===== src/inc/sdft_pkg.sv =====
// Overview of operation
// - prescaler divides panel source clock by 16..4096 per 3-bit select
// - clock divider further divides prescaler output by field value plus one
// - prescaler and divider cascade into the prescaled panel clock
// - one frame every K*N*D source cycles, K=6 for third duty else 8
// - frame rate bits 7 and 3 and reserved bits read as zero
// - drive time select picks 300/70/150/450/575/850/1150 us or half period
// - a drive time longer than half a prescaled panel clock period keeps drivers on continuously
// - static duty or blanking forces half-period drive time
// - always-on bit keeps drivers on continuously
// - 4-bit contrast level sets max drive voltage, 2.60 V plus 0.05 V steps
// - new contrast value applied only at next frame start
// - frame rate at 0xE6, contrast at 0xE7, both reset to zero
// - 2-bit duty select chooses static, half, third or quarter duty
// - source select zero uses system clock, one uses external clock
package sdft_pkg;

   // reference clock
   localparam int CLK_MHZ = 25;

   // register indices; byte address is four times the index
   localparam logic [7:0] IDX_FRAME_RATE = 8'he6;
   localparam logic [7:0] IDX_CONTRAST   = 8'he7;
   localparam logic [7:0] IDX_MODE       = 8'he8;
   localparam logic [7:0] IDX_STATUS     = 8'he9;
   localparam logic [7:0] RST_FRAME_RATE = 8'h00;
   localparam logic [7:0] RST_CONTRAST   = 8'h00;
   localparam logic [7:0] RST_MODE       = 8'h00;
   localparam int         AW             = 10;
   localparam int         IDX_LSB        = 2;

   // prescaler half divide values, index is the prescale select code
   localparam int PSW = 12;
   localparam logic [PSW-1:0] PS_HALF [8] = '{12'h008, 12'h020, 12'h040, 12'h080,
                                             12'h100, 12'h200, 12'h400, 12'h800};

   // frame length in panel clock periods
   localparam logic [3:0] K_THIRD = 4'h6;
   localparam logic [3:0] K_OTHER = 4'h8;

   // nominal drive times in microseconds
   localparam int DRV_US_300  = 300;
   localparam int DRV_US_70   = 70;
   localparam int DRV_US_150  = 150;
   localparam int DRV_US_450  = 450;
   localparam int DRV_US_575  = 575;
   localparam int DRV_US_850  = 850;
   localparam int DRV_US_1150 = 1150;
   localparam int DRV_CYC_70  = DRV_US_70 * CLK_MHZ;
   localparam int DRV_CYC_150 = DRV_US_150 * CLK_MHZ;
   localparam int DTW         = 15;

   typedef enum logic [1:0] {
      DUTY_STATIC,
      DUTY_HALF,
      DUTY_THIRD,
      DUTY_QUARTER
   } sdft_duty_t;

   typedef enum logic [2:0] {
      DRV_300, DRV_70, DRV_150, DRV_450, DRV_575, DRV_850, DRV_1150, DRV_HALF
   } sdft_drv_t;

   typedef struct packed {
      logic       rsv7;
      logic [2:0] frame_prescale_select;
      logic       rsv3;
      logic [2:0] frame_clock_divide;
   } sdft_frr_t;

   typedef struct packed {
      sdft_drv_t  drive_time_select;
      logic       drive_always_on;
      logic [3:0] contrast_level;
   } sdft_ccr_t;

   typedef struct packed {
      logic       panel_clock_source_select;
      logic       rsv6;
      sdft_duty_t duty_select;
      logic [2:0] rsv3;
      logic       blank;
   } sdft_mode_t;

   typedef struct packed {
      logic       prescaled_panel_clock;
      logic       drive_enable;
      logic       frame_start;
      logic       blank_active;
      logic [3:0] contrast_level;
   } sdft_panel_t;

endpackage


===== src/core/sdft_top.sv =====
module sdft_top
   import sdft_pkg::*;
#(
   parameter int DRV_CYC_300  = sdft_pkg::DRV_US_300 * sdft_pkg::CLK_MHZ,
   parameter int DRV_CYC_450  = sdft_pkg::DRV_US_450 * sdft_pkg::CLK_MHZ,
   parameter int DRV_CYC_575  = sdft_pkg::DRV_US_575 * sdft_pkg::CLK_MHZ,
   parameter int DRV_CYC_850  = sdft_pkg::DRV_US_850 * sdft_pkg::CLK_MHZ,
   parameter int DRV_CYC_1150 = sdft_pkg::DRV_US_1150 * sdft_pkg::CLK_MHZ
) (
   // clock and reset
   input  wire logic                  ref_clk,
   input  wire logic                  srst,
   // avalon-mm slave
   input  wire logic [sdft_pkg::AW-1:0] avs_address,
   input  wire logic                  avs_read,
   input  wire logic                  avs_write,
   input  wire logic [31:0]           avs_writedata,
   input  wire logic [3:0]            avs_byteenable,
   output logic      [31:0]           avs_readdata,
   output logic                       avs_waitrequest,
   // external panel source clock pin
   input  wire logic                  ext_clk,
   // panel timing outputs
   output sdft_pkg::sdft_panel_t      panel
);
   import sdft_pkg::*;

   // registers
   sdft_frr_t   frr_ff;
   sdft_ccr_t   ccr_ff;
   sdft_mode_t  mode_ff;

   // bus slave state
   logic        wait_ff;
   logic [31:0] rdata_ff;
   logic        req;
   logic        wr_go;
   logic [7:0]  idx;
   logic [7:0]  rd_byte;
   sdft_frr_t   wr_frr;
   sdft_ccr_t   wr_ccr;
   sdft_mode_t  wr_mode;

   // external clock synchroniser
   logic        ext_s1_ff;
   logic        ext_s2_ff;
   logic        ext_s3_ff;
   logic        src_tick;

   // timing chain
   logic [PSW-1:0] ps_term;
   logic [2:0]     cd_term;
   logic [3:0]     k_term;
   logic           pre_tick;
   logic           hp_tick;
   logic           period_end;
   logic           frame_tick;
   logic           pclk_ff;

   // drive and frame state
   logic [DTW-1:0] drv_cnt_ff;
   logic           drv_on_ff;
   logic           half_mode;
   logic [DTW-1:0] drv_load;
   logic           blank_ff;
   logic [3:0]     contrast_ff;
   logic           frame_ff;
   logic           drive_out_ff;

   assign req   = avs_read || avs_write;
   assign idx   = avs_address[AW-1:IDX_LSB];
   assign wr_go = avs_write && !wait_ff && avs_byteenable[0];

   // write byte seen through each register layout
   assign wr_frr  = sdft_frr_t'(avs_writedata[7:0]);
   assign wr_ccr  = sdft_ccr_t'(avs_writedata[7:0]);
   assign wr_mode = sdft_mode_t'(avs_writedata[7:0]);

   // read mux
   always_comb begin
      rd_byte = 8'h00;
      unique case (idx)
         IDX_FRAME_RATE: begin
            rd_byte = {1'b0, frr_ff.frame_prescale_select, 1'b0, frr_ff.frame_clock_divide};
         end
         IDX_CONTRAST: begin
            rd_byte = ccr_ff;
         end
         IDX_MODE: begin
            rd_byte = {mode_ff.panel_clock_source_select, 1'b0, mode_ff.duty_select, 3'h0, mode_ff.blank};
         end
         IDX_STATUS: begin
            rd_byte = {drive_out_ff, pclk_ff, blank_ff, 1'b0, contrast_ff};
         end
         default: begin
            rd_byte = 8'h00;
         end
      endcase
   end

   // one wait cycle per access
   always_ff @(posedge ref_clk) begin
      if (srst) begin
         wait_ff <= 1'b1;
      end else if (req && wait_ff) begin
         wait_ff <= 1'b0;
      end else begin
         wait_ff <= 1'b1;
      end
   end

   always_ff @(posedge ref_clk) begin
      if (srst) begin
         rdata_ff <= 32'h0000_0000;
      end else if (avs_read && wait_ff) begin
         rdata_ff <= {24'h00_0000, rd_byte};
      end
   end

   always_ff @(posedge ref_clk) begin
      if (srst) begin
         frr_ff <= sdft_frr_t'(RST_FRAME_RATE);
      end else if (wr_go && idx == IDX_FRAME_RATE) begin
         frr_ff.frame_prescale_select <= wr_frr.frame_prescale_select;
         frr_ff.frame_clock_divide    <= wr_frr.frame_clock_divide;
      end
   end

   always_ff @(posedge ref_clk) begin
      if (srst) begin
         ccr_ff <= sdft_ccr_t'(RST_CONTRAST);
      end else if (wr_go && idx == IDX_CONTRAST) begin
         ccr_ff <= wr_ccr;
      end
   end

   always_ff @(posedge ref_clk) begin
      if (srst) begin
         mode_ff <= sdft_mode_t'(RST_MODE);
      end else if (wr_go && idx == IDX_MODE) begin
         mode_ff.panel_clock_source_select <= wr_mode.panel_clock_source_select;
         mode_ff.duty_select               <= wr_mode.duty_select;
         mode_ff.blank                     <= wr_mode.blank;
      end
   end

   // synchronise external clock
   always_ff @(posedge ref_clk) begin
      if (srst) begin
         ext_s1_ff <= 1'b0;
         ext_s2_ff <= 1'b0;
         ext_s3_ff <= 1'b0;
      end else begin
         ext_s1_ff <= ext_clk;
         ext_s2_ff <= ext_s1_ff;
         ext_s3_ff <= ext_s2_ff;
      end
   end

   assign src_tick = mode_ff.panel_clock_source_select ? (ext_s2_ff && !ext_s3_ff) : 1'b1;

   // prescaler tap at half of n
   assign ps_term = PS_HALF[frr_ff.frame_prescale_select] - 1'b1;
   assign cd_term = frr_ff.frame_clock_divide;
   assign k_term  = ((mode_ff.duty_select == DUTY_THIRD) ? K_THIRD : K_OTHER) - 1'b1;

   sdft_div #(
      .W (PSW)
   ) u_prescale (
      .ref_clk (ref_clk),
      .srst    (srst),
      .step    (src_tick),
      .term    (ps_term),
      .tick    (pre_tick)
   );

   sdft_div #(
      .W (3)
   ) u_divide (
      .ref_clk (ref_clk),
      .srst    (srst),
      .step    (pre_tick),
      .term    (cd_term),
      .tick    (hp_tick)
   );

   assign period_end = hp_tick && pclk_ff;

   sdft_div #(
      .W (4)
   ) u_frame (
      .ref_clk (ref_clk),
      .srst    (srst),
      .step    (period_end),
      .term    (k_term),
      .tick    (frame_tick)
   );

   always_ff @(posedge ref_clk) begin
      if (srst) begin
         pclk_ff <= 1'b0;
      end else if (hp_tick) begin
         pclk_ff <= !pclk_ff;
      end
   end

   always_ff @(posedge ref_clk) begin
      if (srst) begin
         frame_ff <= 1'b0;
      end else begin
         frame_ff <= frame_tick;
      end
   end

   always_ff @(posedge ref_clk) begin
      if (srst) begin
         contrast_ff <= 4'h0;
      end else if (frame_tick) begin
         contrast_ff <= ccr_ff.contrast_level;
      end
   end

   // blanking starts after frame completes
   always_ff @(posedge ref_clk) begin
      if (srst) begin
         blank_ff <= 1'b0;
      end else if (frame_tick) begin
         blank_ff <= mode_ff.blank;
      end
   end

   // static or blanking forces half period
   assign half_mode = (ccr_ff.drive_time_select == DRV_HALF) ||
                      (mode_ff.duty_select == DUTY_STATIC) || blank_ff;

   always_comb begin
      drv_load = '0;
      unique case (ccr_ff.drive_time_select)
         DRV_300:  drv_load = DTW'(DRV_CYC_300 - 1);
         DRV_70:   drv_load = DTW'(DRV_CYC_70 - 1);
         DRV_150:  drv_load = DTW'(DRV_CYC_150 - 1);
         DRV_450:  drv_load = DTW'(DRV_CYC_450 - 1);
         DRV_575:  drv_load = DTW'(DRV_CYC_575 - 1);
         DRV_850:  drv_load = DTW'(DRV_CYC_850 - 1);
         DRV_1150: drv_load = DTW'(DRV_CYC_1150 - 1);
         DRV_HALF: drv_load = '0;
      endcase
   end

   // pulse per transition, cut at next one
   always_ff @(posedge ref_clk) begin
      if (srst) begin
         drv_on_ff  <= 1'b0;
         drv_cnt_ff <= '0;
      end else if (hp_tick) begin
         drv_on_ff  <= 1'b1;
         drv_cnt_ff <= drv_load;
      end else if (half_mode) begin
         drv_cnt_ff <= '0;
      end else if (drv_cnt_ff == '0) begin
         drv_on_ff <= 1'b0;
      end else begin
         drv_cnt_ff <= drv_cnt_ff - 1'b1;
      end
   end

   always_ff @(posedge ref_clk) begin
      if (srst) begin
         drive_out_ff <= 1'b0;
      end else begin
         drive_out_ff <= ccr_ff.drive_always_on || (drv_on_ff && !(!hp_tick && !half_mode && drv_cnt_ff == '0))
                         || hp_tick;
      end
   end

   assign panel.contrast_level        = contrast_ff;
   assign panel.prescaled_panel_clock = pclk_ff;
   assign panel.drive_enable          = drive_out_ff;
   assign panel.frame_start           = frame_ff;
   assign panel.blank_active          = blank_ff;
   assign avs_readdata                = rdata_ff;
   assign avs_waitrequest             = wait_ff;

endmodule


===== src/core/sdft_div.sv =====
module sdft_div #(
   parameter int W = 12
) (
   // clock and reset
   input  wire logic         ref_clk,
   input  wire logic         srst,
   // count control
   input  wire logic         step,
   input  wire logic [W-1:0] term,
   // terminal pulse
   output logic              tick
);

   logic [W-1:0] cnt_ff;

   assign tick = step && (cnt_ff >= term);

   // counts steps, wraps at term
   always_ff @(posedge ref_clk) begin
      if (srst) begin
         cnt_ff <= '0;
      end else if (tick) begin
         cnt_ff <= '0;
      end else if (step) begin
         cnt_ff <= cnt_ff + 1'b1;
      end
   end

endmodule


===== config.mk =====
export PLATFORM = sky130hd
export DESIGN_NAME = sdft_top
export DESIGN_NICKNAME = d
export VERILOG_FILES = /design/src/inc/sdft_pkg.sv /design/src/core/sdft_top.sv /design/src/core/sdft_div.sv
export SDC_FILE = /design/constraint.sdc
export NUM_CORES = 1
export LEC_CHECK = 0
export BUFFER_PORTS_ARGS = -buffer_cell sky130_fd_sc_hd__buf_2
export CAP_MARGIN = 0
export CORE_ASPECT_RATIO = 0.5
export CORE_MARGIN = 3
export CORE_UTILIZATION = 50
export DETAILED_ROUTE_END_ITERATION = 8
export GPL_TIMING_DRIVEN = 1
export PLACE_DENSITY = 0.76
export SYNTH_ARGS = -nofsm -noshare
export SYNTH_HDL_FRONTEND = slang
export SYNTH_HIERARCHICAL = 1
export SYNTH_SLANG_ARGS = --single-unit

===== constraint.sdc =====
create_clock -name ref_clk -period 3.95 [get_ports ref_clk]
set_clock_uncertainty 0.2 [all_clocks]
set_input_delay 0 -clock ref_clk [delete_from_list [all_inputs] [get_ports ref_clk]]
set_output_delay 0 -clock ref_clk [all_outputs]
set_load 0.02 [all_outputs]

# Word level (Yosys, flattened, before mapping)
# Memory sizes are Yosys's and may differ from the RTL's. A register that Yosys moved wholly into a read port is not among the register bits.
# Index checks and enable logic that the tools add are counted.
dict set report op_classes {
  add_sub_neg 6
  magnitude_cmp 4
  n_eq_ne 8
  muxes 14
  n_bitwise 1
  reduce_logical 33
}
# op count
set op_table {}
lappend op_table {{two-way mux 15 bit} 3}
lappend op_table {{equality test 8 bit, second input constant} 4}
lappend op_table {{case mux 8 bit (4 select lines)} 1}
lappend op_table {{two-way mux 12 bit} 2}
lappend op_table {{logical AND 1 bit} 15}
lappend op_table {{zero test 15 bit} 1}
lappend op_table {{subtractor 15 x 1 -> 15 bit, second input constant} 1}
lappend op_table {{adder 12 x 1 -> 12 bit, second input constant} 1}
lappend op_table {{>= comparator 12 bit} 1}
lappend op_table {{subtractor 12 x 1 -> 12 bit, second input constant} 1}
lappend op_table {{zero test 1 bit} 6}
lappend op_table {{two-way mux 3 bit} 2}
lappend op_table {{OR reduction 2 bit} 3}
lappend op_table {{logical OR 1 bit} 5}
lappend op_table {{two-way mux 1 bit} 5}
lappend op_table {{adder 4 x 1 -> 4 bit, second input constant} 1}
lappend op_table {{>= comparator 4 bit} 1}
lappend op_table {{>= comparator 4 bit, second input constant} 1}
lappend op_table {{two-way mux 4 bit} 1}
lappend op_table {{NOT 3 -> 4 bit} 1}
lappend op_table {{subtractor 4 x 1 -> 4 bit, second input constant} 1}
lappend op_table {{adder 3 x 1 -> 3 bit, second input constant} 1}
lappend op_table {{equality test 3 bit, second input constant} 1}
lappend op_table {{>= comparator 3 bit} 1}
lappend op_table {{6 further kinds} 6}
dict set report word_totals {
  ff_bits 73
  romBits 216
  input_bits 51
  out_inout_bits 41
  word_cells 91
  memories 2
}
# memory depth width rd rd_clocked_by_memory_dff write_ports line
set memory_table {}
lappend memory_table {{(name not given)} 8 15 1 1 0 sdft_top.sv:238} ;# unique case (ccr_ff.drive_time_select)
lappend memory_table {{(name not given)} 8 12 1 0 0 sdft_top.sv:163} ;# assign ps_term = PS_HALF[frr_ff.frame_prescale_select] - 1'b1;

# Depth between registers and ports, before layout
dict set report depth {
  ltp_word 15
  mapped_depth 16
}

# Modules after synthesis
# Netlist, hierarchy kept.
# module instances cells_each area_per_inst_um2 seq_area_each_um2
set by_module_without_submodules {}
lappend by_module_without_submodules {sdft_top 1 349 3268.1 1381.3}
lappend by_module_without_submodules {{sdft_div (u_prescale)} 1 101 877.1 240.2}
lappend by_module_without_submodules {{sdft_div (u_frame)} 1 35 324.1 80.1}
lappend by_module_without_submodules {{sdft_div (u_divide)} 1 26 231.5 60.1}

# Least setup slack after synthesis
# OpenSTA, ideal clock, no wires.
dict set report synth_path {
  kind {register to register}
  startpoint {reg frr_ff[6] in the netlist's numbering}
  endpoint {reg blank_ff}
  setup_time_ns 0.128
  arrival_ns 3.342
  required_ns 3.622
  setup_slack_ns 0.281
  stages_incl_launch_ff 17
  period_less_slack_ns 3.669
  path_cell_list {dfxtp_1 -> and3_1 -> inv_1 -> ha_1 -> nand2_1 -> nor2_1 -> o2111ai_2 -> a21boi_4 -> and2_1 -> clkbuf_1 -> clkbuf_1 -> and2_1 -> clkbuf_2 -> and2_1 -> clkbuf_1 -> mux2i_1 -> nor2_1}
}
dict set report synth_via {
  elab_chain_len 10
}
# element line
set synth_lines {}
lappend synth_lines {{from (decl)} sdft_top.sv:29} ;# sdft_frr_t frr_ff;
lappend synth_lines {{from (signal assigned)} sdft_top.sv:122} ;# frr_ff <= sdft_frr_t'(RST_FRAME_RATE);
lappend synth_lines {{NOT 3 -> 4 bit (implied by the code)} sdft_top.sv:163}
lappend synth_lines {{memory read (8 x 12 bit)} -}
lappend synth_lines {{two-way mux 12 bit (implied by the code) (2 in series)} sdft_top.sv:163}
lappend synth_lines {{subtractor 12 x 1 -> 12 bit} sdft_top.sv:163}
lappend synth_lines {{named net ps_term[10]} sdft_top.sv:51} ;# logic [PSW-1:0] ps_term;
lappend synth_lines {{>= comparator 12 bit} sdft_div.sv:16} ;# assign tick = step && (cnt_ff >= term);
lappend synth_lines {{logical AND 1 bit} sdft_div.sv:16}
lappend synth_lines {{named net pre_tick} sdft_top.sv:54} ;# logic pre_tick;
lappend synth_lines {{logical AND 1 bit} sdft_div.sv:16}
lappend synth_lines {{named net hp_tick} sdft_top.sv:55} ;# logic hp_tick;
lappend synth_lines {{logical AND 1 bit} sdft_top.sv:187} ;# assign period_end = hp_tick && pclk_ff;
lappend synth_lines {{named net period_end} sdft_top.sv:56} ;# logic period_end;
lappend synth_lines {{logical AND 1 bit} sdft_div.sv:16}
lappend synth_lines {{named net frame_tick} sdft_top.sv:57} ;# logic frame_tick;
lappend synth_lines {{to (signal assigned)} sdft_top.sv:228} ;# blank_ff <= mode_ff.blank;
lappend synth_lines {{to (decl)} sdft_top.sv:65} ;# logic blank_ff;
# The timed path passes the listed nets, and every way through them passes these cells. The select of a mux whose other input is x is not followed.
# A chain may end at the register's enable or synchronous reset.

# Worst setup path after layout
dict set report layout_path {
  startpoint {reg frr_ff[6] in the netlist's numbering}
  endpoint {reg drv_cnt_ff[6]}
}
dict set report layout_via {
  elab_chain_len 9
}
# element line
set layout_lines {}
lappend layout_lines {{NOT 3 -> 4 bit (implied by the code) *} sdft_top.sv:163}
lappend layout_lines {{memory read (8 x 12 bit) *} -}
lappend layout_lines {{two-way mux 12 bit (implied by the code) * (2 in series)} sdft_top.sv:163}
lappend layout_lines {{subtractor 12 x 1 -> 12 bit *} sdft_top.sv:163}
lappend layout_lines {{named net ps_term[5]} sdft_top.sv:51}
lappend layout_lines {{>= comparator 12 bit *} sdft_div.sv:16}
lappend layout_lines {{logical AND 1 bit *} sdft_div.sv:16}
lappend layout_lines {{named net pre_tick} sdft_top.sv:54}
lappend layout_lines {{logical AND 1 bit *} sdft_div.sv:16}
lappend layout_lines {{named net hp_tick} sdft_top.sv:55}
lappend layout_lines {{inequality test 3 bit (no source line) / two-way mux 15 bit (equally long branches)} -}
lappend layout_lines {{to (signal assigned)} sdft_top.sv:257} ;# drv_cnt_ff <= drv_load;
lappend layout_lines {{to (signal assigned)} sdft_top.sv:263} ;# drv_cnt_ff <= drv_cnt_ff - 1'b1;
lappend layout_lines {{to (decl)} sdft_top.sv:61} ;# logic [DTW-1:0] drv_cnt_ff;
# The timed path passes the listed nets; every way through them passes the cells marked *. The select of a mux whose other input is x is not followed.

==> out/summary.md <==
The critical path is of the flop to flop type. The total via count in the routed design is 3669, and the critical path buffer and inverter count is 2. Global routing consumed, on the met3 layer, 4.817% of the routing resources. Walking the worst path, the cells encountered are or2_2, inv_1, ha_1, a21oi_1, o21ai_0, a21oi_2, a21boi_4, and2_1, or2_1, or3_1, o41ai_4, buf_4, a21oi_1. The clock network latency to the later pin of the worst-skew pair came out at 0.34 ns. Starting density of the core: 52.71%. STA classifies the critical path endpoint as a flop.

The async set-or-reset flop fraction in the synthesized netlist is 0%. The leading cell type in the layout, fill and taps excluded was dfxtp_1. Using the TritonRoute via totals, the vias-per-cell ratio works out to 5.348.

The run gives 0 as the hold violation total from the final report. The via count of the first global-routing pass is 3189. The run finished with clean final reports.

The worst path uses 95.13% of the clock period. The first detailed-routing pass ran for 4 iterations. The design draws 2.014 mW. In the layout the commonest cells are 88 x dfxtp_1, 43 x nor2_1, 38 x buf_2. Entering global routing, the biggest net connects 57 pins. The global routing usage summed across all routing layers came out at 18.21%. The family of cells with the greatest summed delay on the critical path is simple AND/OR/NAND/NOR gates. The routed length per placed instance was 13.99 µm; the CTS sink count was 88. The residual antenna-violating net count after detailed routing is 0, and the number of buffers added by the clock tree synthesis step is 9. For this run, design rule violations remaining after detail routing come to 0. At the worst endpoint, the required time is 3.98 ns. Setup repair after global routing left no endpoint under its margin. Total setup violations reported at the end of the flow: 0. The core region area was 8919 µm². The synthesized design contains 88 register bits. The worst setup path is launched from a flop.

Global routing consumed, on the met1 layer, 23.63% of the routing resources. The worst hold-check path type is input pin to flop. Fmax: 266.1 MHz. The biggest area contributor in the post-synthesis netlist is dfxtp_1. TritonCTS built the clock tree.

Across the VDD grid, the largest voltage drop is 0.0002221 V. In this run the most critical hold path is launched from avs_byteenable[0]. The logs give 3 for the H-tree depth reported by CTS and 24 for the row count. The most utilized layer in the global route result is met2.

In this run the cell area of the synthesized design comes to 4701 µm². The floorplan die height came out at 74.56 µm. The share of final-layout standard cells stronger than drive strength 1 came out at 15.82%.

Of all nets on the critical path, the largest fanout is 10. The endpoint arrival time on the critical path is 3.79 ns, and the final-layout setup total negative slack is 0 ns. The die area came out at 10670 µm². The count of flip-flops with a built-in enable after synthesis was 0; the number of instances in the synthesized netlist was 511. The slew at the pin with the worst max-slew slack is 1.080 ns.

The number of antenna violations at the first check in global routing came out at 0. The dominant register cell in the synthesized netlist was dfxtp_1. Detailed placement ended at an HPWL of 6.727 mm.

Count of distinct cell types in the synthesized netlist: 70. For this run, the slowest stage of the critical path takes 0.57 ns. 0 antenna diodes ended up in the layout. For this design the static power due to leakage is 2.184 nW. The number of cells on the worst hold path was 4.

Relative to the synthesized area, the layout overhead comes to 14.24%. For met2 alone, demand over resource in global routing was 29.42%. The tools report the final routed wirelength across all metal layers as 9.600 mm. The tools report the startpoint of the worst register-to-register path as frr_ff[6].

The register-to-register setup slack is 0.19 ns. Maximum number of buffers from clock root to sink: 2. The sequential fraction of the synthesis area is 37.48%. The routed design could run at a clock period as short as 3.758 ns.

The run gives 0 as the max-slew violation count. During synthesis, Yosys emitted a total of 6 warnings. Measured against its own limit, the worst slew margin works out to 27.82%. Clock tree synthesis selected as its root buffer the cell clkbuf_16. Power spread over the standard cell area amounts to 375.0 nW/µm². The final estimated routing congestion in global placement came out at 0.8711.

The aggregate global routing overflow is 0, and the number of cells on the worst reg-to-reg path is 13. The number of maximum-capacitance violations came out at 0. Clock-pin slew was measured on the worst setup and hold paths at 0.07 ns. The first global-routing pass estimated 15.28 mm of wire.

After synthesis, the largest area contributor takes up 37.48% of total cell area. Measured along the x axis, the die boundary spans 143.1 µm. The average footprint of a synthesized cell is 9.199 µm², and the quantity of I/O buffers inserted on ports is 38. During I/O placement, the number of pins put on the boundary was 92.

The path with the worst hold slack has its endpoint at ccr_ff[6]. In the final design database the tool counted 645 nets. The slowest stage of the critical path is the or3_1 cell.

The cell that appears most often on the critical path is a21oi_1. The violation count after the first detailed-routing iteration came out at 160. Yosys attributes the largest share of cell area to dfxtp_1 37%, ha_1 8.0%, mux2i_1 7.7%.

In this run the critical register-to-register path is captured at drv_cnt_ff[6].
[metal layers]
metal / part of all wire, % / vias up / wire length [µm]
li1: - / 1859 / -
met1: 46 / 1711 / 4452
met2: 47 / 84 / 4499
met3: 5.1 / 15 / 485
met4: 1.7 / 0 / 163
met5: 0 / - / 0
[sequential cells by signal, summed over array words and instances (netlist names)]
signal / count
drv_cnt_ff: 15
drv_load: 15
u_prescale/cnt_ff: 12
avs_readdata: 8
ccr_ff: 8
contrast_ff: 4
mode_ff: 4
u_frame/cnt_ff: 4
cd_term: 3
frr_ff: 3
u_divide/cnt_ff: 3
avs_waitrequest: 1
blank_ff: 1
drive_out_ff: 1
drv_on_ff: 1
ext_s1_ff: 1
ext_s2_ff: 1
ext_s3_ff: 1
frame_ff: 1
pclk_ff: 1
[worst reg2reg max path, cell delays in order, from the launching register on]
cell	delay (ns)
dfxtp_1	0.38
or2_2	0.31
inv_1	0.07
ha_1	0.25
a21oi_1	0.14
o21ai_0	0.13
a21oi_2	0.30
a21boi_4	0.10
and2_1	0.18
or2_1	0.27
or3_1	0.57
o41ai_4	0.44
buf_4	0.25
a21oi_1	0.05
[what timing repair did]
| action | 4_1_cts | 5_1_grt |
|---|---|---|
| setup buffers | 0 | 0 |
| hold endpoints to repair | 32 | 0 |
| hold buffers | 15 | 0 |
| gates resized for setup | 0 | 0 |
[cells in the mapped netlist, drive strengths merged (5+ instances only)]
library cell / instances
buf: 33
o21ai: 13
or4: 6
o211ai: 8
ha: 30
or3: 6
nand2: 33
nand4: 6
nand3: 7
inv: 31
a22o: 6
clkbuf: 18
xor2: 8
nor4: 5
and2: 5
nor3: 14
o21a: 5
a22oi: 9
dfxtp: 88
mux2i: 36
nand2b: 11
nor2: 44
a21oi: 22
nor2b: 7
[cell type report]
cell class	instances	area, µm²
fillers	751	3548
multi-input cells	370	2620
flip-flops and latches	88	1762
repair buffers	64	422.9
clock buffers	9	225.2
well taps	117	146.4
inverters	31	116.4
clock inverters	7	77.57
[logic make-up (layout without fill, tap and decap cells)]
family	Yosys count	after routing	synth area share [%]
adders and majority gates	30	30	7.985
buffers and inverters	82	111	9.236
muxes	39	39	8.384
AOI/OAI and AO/OA	94	94	14.88
xor gates and xnor gates	12	12	2.236
DFF	88	88	37.48
and+or+nand+nor	164	164	19.64
other	2	31	0.1598
[worst max path at each step]
| stage | cells past startpoint | slack (ns) | from | endpoint |
|---|---|---|---|---|
| final | 13 | 0.19 | frr_ff[6] | drv_cnt_ff[6] |
| after global routing | 13 | 0.01 | frr_ff[6] | drv_cnt_ff[6] |
| after CTS | 13 | 0.22 | frr_ff[6] | drv_cnt_ff[6] |
| after detailed placement | 13 | 0.27 | frr_ff[6] | drv_cnt_ff[2] |
| after global placement | 13 | 0.32 | frr_ff[6] | drv_cnt_ff[9] |
| after floorplan | 16 | 0.28 | frr_ff[6] | blank_ff |
[power breakdown]
group          leakage [nW]  internal (mW)  switching, mW
Sequential            0.711          0.905         0.0191
Clock                 0.147          0.498          0.370
Combinational          1.33         0.0842          0.138
[metrics by stage]
| stage | hold slack (ns) | util [%] | worst slack [ns] | cells | cell area, µm² |
|---|---|---|---|---|---|
| 3_3_place_gp | 0.02015 | 55.13 | 0.3189 | 655 | 4917 |
| 3_5_place_dp | 0.02057 | 55.13 | 0.2693 | 655 | 4917 |
| 6_report | 0.03517 | 60.21 | 0.1924 | 686 | 5370 |
| 2_1_floorplan | -0.1354 | - | 0.2808 | 540 | 4810 |
| 5_1_grt | 0.06867 | 60.21 | 0.01475 | 686 | 5370 |
| 4_1_cts | 0.0009194 | 60.21 | 0.2211 | 686 | 5370 |
Power figures use the tool's default switching activity.
